$ cat src/core/xsie_pkg.sv
// package for the extended stack instruction executor
package xsie_pkg;
    localparam int ADDR_W = 12;
    localparam int PC_W = 21;
    localparam logic [15:0] OP_CALL_ACC = 16'h0014;
    localparam logic [7:0] OP_MOVE_HI = 8'heb;
    localparam logic [7:0] OP_PUSH_HI = 8'hea;
    localparam logic [7:0] OP_SUB_HI = 8'he9;
    localparam logic [3:0] OP_SECOND_HI = 4'hf;
    localparam logic [1:0] PTR_SEL_STACK = 2'h2;
    localparam logic [1:0] PTR_SEL_ILLEGAL = 2'h3;
    localparam logic [20:0] PC_STEP = 21'h000002;
    localparam logic [7:0] DATA_ZERO = 8'h00;
    localparam logic [11:0] PTR_ONE = 12'h001;
    // indirect data ports sit at fixed addresses in the top page
    localparam logic [11:0] IND_BASE0 = 12'hfef;
    localparam logic [11:0] IND_BASE1 = 12'hfe7;
    localparam logic [11:0] IND_BASE2 = 12'hfdf;
    localparam logic [3:0] IND_SPAN = 4'h5;

    typedef struct packed {
        logic we;
        logic re;
        logic [11:0] addr;
        logic [7:0] wdata;
    } xsie_mem_t;

    typedef struct packed {
        logic push;
        logic [20:0] ret_addr;
        logic load;
        logic [20:0] target;
    } xsie_pc_t;
endpackage : xsie_pkg

$ cat src/core/xsie_exec.sv
// executor for call via accumulator, indexed moves, literal push and pointer subtract
// Overview of operation
// RULE1 - call pushes program counter plus two
// RULE2 - pc low from accumulator, high/upper from latches
// RULE3 - call takes two cycles, second is idle
// RULE4 - call leaves accumulator, flags, bank unchanged
// RULE5 - move-to-file source is stack pointer plus offset
// RULE6 - move-to-file destination is 12-bit absolute
// RULE7 - indexed move uses two stack offsets
// RULE8 - programs never target pc low or stack top
// RULE9 - indirect source reads as zero
// RULE10 - indirect indexed destination makes a no-op
// RULE11 - push literal stores then decrements stack pointer
// RULE12 - subtract six-bit literal from selected pointer
// RULE13 - subtract decode 1110 1001, no flags touched
// RULE14 - moves two words two cycles, push one
`timescale 1ns/1ps
module xsie_exec
(
    input wire logic mclk,
    input wire logic resetn,
    input wire logic instr_valid,
    input wire logic [15:0] instr_word,
    input wire logic [20:0] pc_now,
    input wire logic [7:0] accumulator_reg,
    input wire logic [7:0] jump_latch_high,
    input wire logic [7:0] jump_latch_upper,
    input wire logic [7:0] mem_rdata,
    output logic busy,
    output xsie_pkg::xsie_mem_t mem_o,
    output xsie_pkg::xsie_pc_t pc_o,
    output logic [11:0] file_select_pointer0,
    output logic [11:0] file_select_pointer1,
    output logic [11:0] software_stack_pointer
);

    // ****************************************************
    // helpers
    // ****************************************************
    function automatic logic is_indirect(input logic [11:0] a);
        logic hit;
        hit = 1'b0;
        if ((a >= xsie_pkg::IND_BASE0) && (a < xsie_pkg::IND_BASE0 + 12'(xsie_pkg::IND_SPAN)))
            hit = 1'b1;
        if ((a >= xsie_pkg::IND_BASE1) && (a < xsie_pkg::IND_BASE1 + 12'(xsie_pkg::IND_SPAN)))
            hit = 1'b1;
        if ((a >= xsie_pkg::IND_BASE2) && (a < xsie_pkg::IND_BASE2 + 12'(xsie_pkg::IND_SPAN)))
            hit = 1'b1;
        return hit;
    endfunction : is_indirect

    function automatic logic [11:0] stack_rel(input logic [11:0] sp, input logic [6:0] off);
        return sp + {5'h00, off};
    endfunction : stack_rel

    // ****************************************************
    // state
    // ****************************************************
    typedef enum logic [1:0] {XSIE_IDLE, XSIE_CALL2, XSIE_MOVE2} xsie_state_t;
    xsie_state_t state_r;
    logic [7:0] src_data_r;
    logic move_to_stack_r;

    wire logic [7:0] op_hi = instr_word[15:8];
    wire logic take = instr_valid && (state_r == XSIE_IDLE);
    wire logic dec_call = take && (instr_word == xsie_pkg::OP_CALL_ACC);
    wire logic dec_move = take && (op_hi == xsie_pkg::OP_MOVE_HI);
    wire logic dec_push = take && (op_hi == xsie_pkg::OP_PUSH_HI);
    // selector 3 is the subtract-and-return form, handled elsewhere
    wire logic dec_sub = take && (op_hi == xsie_pkg::OP_SUB_HI) && // see RULE13
        (instr_word[7:6] != xsie_pkg::PTR_SEL_ILLEGAL);
    wire logic second_ok = instr_valid && (instr_word[15:12] == xsie_pkg::OP_SECOND_HI);
    wire logic [11:0] src_addr = stack_rel(software_stack_pointer, instr_word[6:0]); // see RULE5
    wire logic [11:0] dst_idx = stack_rel(software_stack_pointer, instr_word[6:0]); // see RULE7
    wire logic [11:0] dst_addr = move_to_stack_r ? dst_idx : instr_word[11:0]; // see RULE6
    wire logic dst_block = move_to_stack_r && is_indirect(dst_idx); // see RULE10

    assign busy = (state_r != XSIE_IDLE);

    always_ff @(posedge mclk or negedge resetn)
    begin
        if (!resetn)
            state_r <= XSIE_IDLE;
        else if (dec_call)
            state_r <= XSIE_CALL2; // see RULE3
        else if (dec_move)
            state_r <= XSIE_MOVE2; // see RULE14
        else if (state_r == XSIE_CALL2)
            state_r <= XSIE_IDLE;
        else if ((state_r == XSIE_MOVE2) && second_ok)
            state_r <= XSIE_IDLE;
    end

    // ****************************************************
    // source capture
    // ****************************************************
    // memory read is combinational, so data is caught in the first word's cycle
    always_ff @(posedge mclk or negedge resetn)
    begin
        if (!resetn)
        begin
            src_data_r <= xsie_pkg::DATA_ZERO;
            move_to_stack_r <= 1'b0;
        end
        else if (dec_move)
        begin
            src_data_r <= is_indirect(src_addr) ? xsie_pkg::DATA_ZERO : mem_rdata; // see RULE9
            move_to_stack_r <= instr_word[7]; // see RULE7
        end
    end

    // ****************************************************
    // memory port
    // ****************************************************
    always_comb
    begin
        mem_o = '0;
        if (dec_move)
        begin
            mem_o.re = 1'b1;
            mem_o.addr = src_addr;
        end
        else if (dec_push)
        begin
            mem_o.we = 1'b1; // see RULE11
            mem_o.addr = software_stack_pointer;
            mem_o.wdata = instr_word[7:0];
        end
        else if ((state_r == XSIE_MOVE2) && second_ok)
        begin
            // destination must never be pc low or stack top, left to software
            mem_o.we = !dst_block; // see RULE10
            mem_o.addr = dst_addr;
            mem_o.wdata = src_data_r;
        end
    end

    // ****************************************************
    // program counter and return stack
    // ****************************************************
    // accumulator, flags and bank select are only read here, never driven
    always_comb
    begin
        pc_o = '0;
        if (dec_call)
        begin
            pc_o.push = 1'b1; // see RULE1
            pc_o.ret_addr = pc_now + xsie_pkg::PC_STEP;
            pc_o.load = 1'b1; // see RULE2
            pc_o.target = {jump_latch_upper[4:0], jump_latch_high, accumulator_reg}; // see RULE4
        end
    end

    // ****************************************************
    // pointers
    // ****************************************************
    always_ff @(posedge mclk or negedge resetn)
    begin
        if (!resetn)
        begin
            file_select_pointer0 <= '0;
            file_select_pointer1 <= '0;
            software_stack_pointer <= '0;
        end
        else if (dec_push)
            software_stack_pointer <= software_stack_pointer - xsie_pkg::PTR_ONE; // see RULE11
        else if (dec_sub)
        begin
            unique case (instr_word[7:6]) // see RULE12
                2'h0: file_select_pointer0 <= file_select_pointer0 - {6'h00, instr_word[5:0]};
                2'h1: file_select_pointer1 <= file_select_pointer1 - {6'h00, instr_word[5:0]};
                default:
                    software_stack_pointer <= software_stack_pointer - {6'h00, instr_word[5:0]};
            endcase
        end
    end
endmodule : xsie_exec

$ cat config.mk
export PLATFORM = sky130hd
export DESIGN_NAME = xsie_exec
export DESIGN_NICKNAME = d
export VERILOG_FILES = /design/src/core/xsie_pkg.sv /design/src/core/xsie_exec.sv
export SDC_FILE = /design/constraint.sdc
export NUM_CORES = 1
export LEC_CHECK = 0
export BUFFER_PORTS_ARGS = -buffer_cell sky130_fd_sc_hd__buf_4
export CAP_MARGIN = 30
export CORE_MARGIN = 2
export CORE_UTILIZATION = 50
export CTS_BUF_LIST = sky130_fd_sc_hd__clkbuf_4
export DETAILED_ROUTE_END_ITERATION = 12
export PLACE_DENSITY = 0.86
export SLEW_MARGIN = 5
export SYNTH_ARGS = -nofsm -noshare
export SYNTH_HDL_FRONTEND = slang
export SYNTH_SLANG_ARGS = --single-unit
$ cat constraint.sdc
create_clock -name mclk -period 3.72 [get_ports mclk]
set_input_delay 0.372 -clock mclk [delete_from_list [all_inputs] [get_ports mclk]]
set_output_delay 0.372 -clock mclk [all_outputs]
set_load 0.01 [all_outputs]
==> metrics.csv <==
metric;value;unit
yosysUniqueCellTypes;54;
start_kind;flip-flop;
io_pins;175;
fin_crit;3.57;ns
synth_top_area_share;0.288;
outcome;finished, violations left;
rr_worst_depth;12;
cts_buffer_depth;2;
r2r_slack;0.46;ns
track_usage;0.271;
post-synth-top-count-cell;nand2_1;
yosysTopAreaCell;dfrtp_1;
synth_edf_count;0;
ys_seq_area_frac;0.288;
initial_core_util;0.523;
holdWs;-0.0197;ns
ys_ff_latch;47;
synthArstFlopShare;1.00;
place.detailed.hpwl;9.76;mm
fill_cells;657;
antenna_found_initial;0;
critical_path_cell_count;10;
final.setup.tns;0;ns
final_nets;779;
cp_num_buf_inv;1;
syn_to_final_growth;37.2;%
die_w;94.4;um
worstPathMaxFanout;4;
path_clk_slew;0.15;ns
setup_viol;0;
rsz0062_at_grt;yes;
critPathMaxStageDelay;0.47;ns
syn_nets;612;
slew_headroom;0.305;
io_buffers;171;
vias;4267;
crit_family;compound AO/OA/AOI/OAI gates;
hold_viol;10;
max_cap_viol_count;0;
violations;hold timing;
htree_levels;2;
clkSinkCount;47;
p_per_area;178;nW/um^2
rows;32;
required;3.35;ns
maxSlewViolCount;0;
endpoint_kind;primary output;
clk_latency;0.37;ns
synth_commonest_cells;nand2_1, nor2_1, dfrtp_1;
gp_congestion;0.861;
routed_via_density;5.48;
synth_area_per_cell;8.01;sq um
cp_cell_sequence;ha_4, fa_2, a211oi_4, o31ai_4, o211ai_1, xnor2_1, nand4_1, or4b_1, a21o_1, buf_6;
route.detailed.drc;0;
drtAntennaViolNets;0;
cts-root-buf;clkbuf_4;
critPathSlowestCell;or4b_1;
yosys_most_used_dff;dfrtp_1;
post-route-period-util;0.959;
peakVddDrop;0.000163;V
drive_above_1_share;0.307;
tritoncts;done;
worstPathArrival;3.19;ns
grt_pass1_vias;4023;
routed_wl;12.4;mm
grt_max_degree;48;
skew;0.0158;ns
clock.fmax;280;MHz
drt_first_pass_iters;4;
diodes;0;
avgRoutedWirePerCell;15.9;um
worstMarginPinSlew;1.04;ns
core-area;7810;sq um
cts_buffers;5;
yosysWarnings;0;
grt_pass1_wl;19.2;mm
die_area;8910;sq um
grt_overflow;0;
drtIter0Drc;175;
die_h;94.4;um
hold_class;in -> async;
syn_inst;510;
synth_area_leaders;dfrtp_1, ha_1, nand2_1, xor2_1, and2_1;
synth_area;4080;sq um
leakagePower;0.00291;uW
criticalPathCategory;reg -> out;
-- cell families after synthesis --
family,Yosys count,synth area share
buffers and inverters,53,0.0521
muxes,3,0.00735
adders and majority gates,30,0.0993
and+or+nand+nor,227,0.290
AOI/OAI and AO/OA,100,0.157
DFF,47,0.288
xor gates and xnor gates,50,0.107
-- cell type report --
class | instances | area (sq um) | area share
multi-input combinational | 410 | 2730 | 0.488
timing repair buffer | 182 | 1370 | 0.245
sequential | 47 | 1180 | 0.210
tap | 102 | 128 | 0.0228
inverter | 31 | 119 | 0.0212
clock buffer | 5 | 37.5 | 0.00670
clock inverter | 2 | 37.5 | 0.00670
-- state kept, by name, indices dropped and copies added, names as in the netlist --
register	cells
file_select_pointer1	12
move_to_stack_r	1
state_r	2
software_stack_pointer	12
src_data_r	8
file_select_pointer0	12
-- power breakdown --
group	internal, uW	leakage, uW	switching (uW)
Clock	138	0.0000373	175
Sequential	511	0.000646	0.471
Combinational	83.1	0.00222	88.0
-- placed cells by master, fill, tap and decap left out, types with 7 or more instances in the layout --
| cell type | n |
|---|---|
| buf_4 | 181 |
| nand2_1 | 64 |
| nor2_1 | 49 |
| dfrtp_1 | 47 |
| o21ai_0 | 39 |
| and2_1 | 33 |
| inv_1 | 30 |
| xor2_1 | 27 |
| ha_1 | 25 |
| xnor2_1 | 23 |
| a21oi_1 | 18 |
| nand3_1 | 12 |
| nor3_1 | 12 |
| and3_1 | 10 |
| a31o_1 | 8 |
| a21o_1 | 7 |
| nor4_1 | 7 |
-- routing by layer --
| metal | GRT usage | share of wire | vias to the layer above |
|---|---|---|---|
| li1 | - | - | 2071 |
| met4 | 0.0918 | 0.027 | 0 |
| met2 | 0.489 | 0.51 | 140 |
| met3 | 0.0399 | 0.062 | 24 |
| met5 | 0 | 0 | - |
| met1 | 0.331 | 0.40 | 2032 |
-- timing repair --
| action | CTS | global route |
|---|---|---|
| buffers inserted | 0 | 2 |
| setup endpoints to repair | 1 | 12 |
| hold buffers | 0 | 0 |
| pin swaps | 0 | 9 |
| endpoints found under the hold margin | 0 | 0 |
| gates resized for setup | 1 | 9 |
-- metrics by stage --
| step | util | total power, uW | instances | area (sq um) | setup WS [ns] |
|---|---|---|---|---|---|
| 2_1_floorplan | - | 590 | 510 | 4080 | 0.611 |
| 6_report | 0.717 | 996 | 779 | 5600 | 0.154 |
| 5_1_grt | 0.717 | 1040 | 779 | 5600 | -0.0591 |
| 4_1_cts | 0.711 | 998 | 777 | 5550 | 0.00873 |
| 3_5_place_dp | 0.700 | 689 | 770 | 5470 | 0.287 |
| 3_3_place_gp | 0.700 | 684 | 770 | 5470 | 0.298 |
-- path summary, 6_finish.rpt --
kind                                                  startpoint                               endpoint
max in group asynchronous                                 resetn  software_stack_pointer[0]$_DFFE_PN0P_
min in group mclk                                   mem_rdata[1]              src_data_r[1]$_DFFE_PN0P_
min                                                       resetn  software_stack_pointer[3]$_DFFE_PN0P_
min reg2reg                 file_select_pointer0[11]$_DFFE_PN0P_   file_select_pointer0[11]$_DFFE_PN0P_
max                        software_stack_pointer[0]$_DFFE_PN0P_                              mem_o[21]
max reg2reg                               state_r[1]$_DFFE_PN0P_  software_stack_pointer[7]$_DFFE_PN0P_
Power figures use the tool's default switching activity.
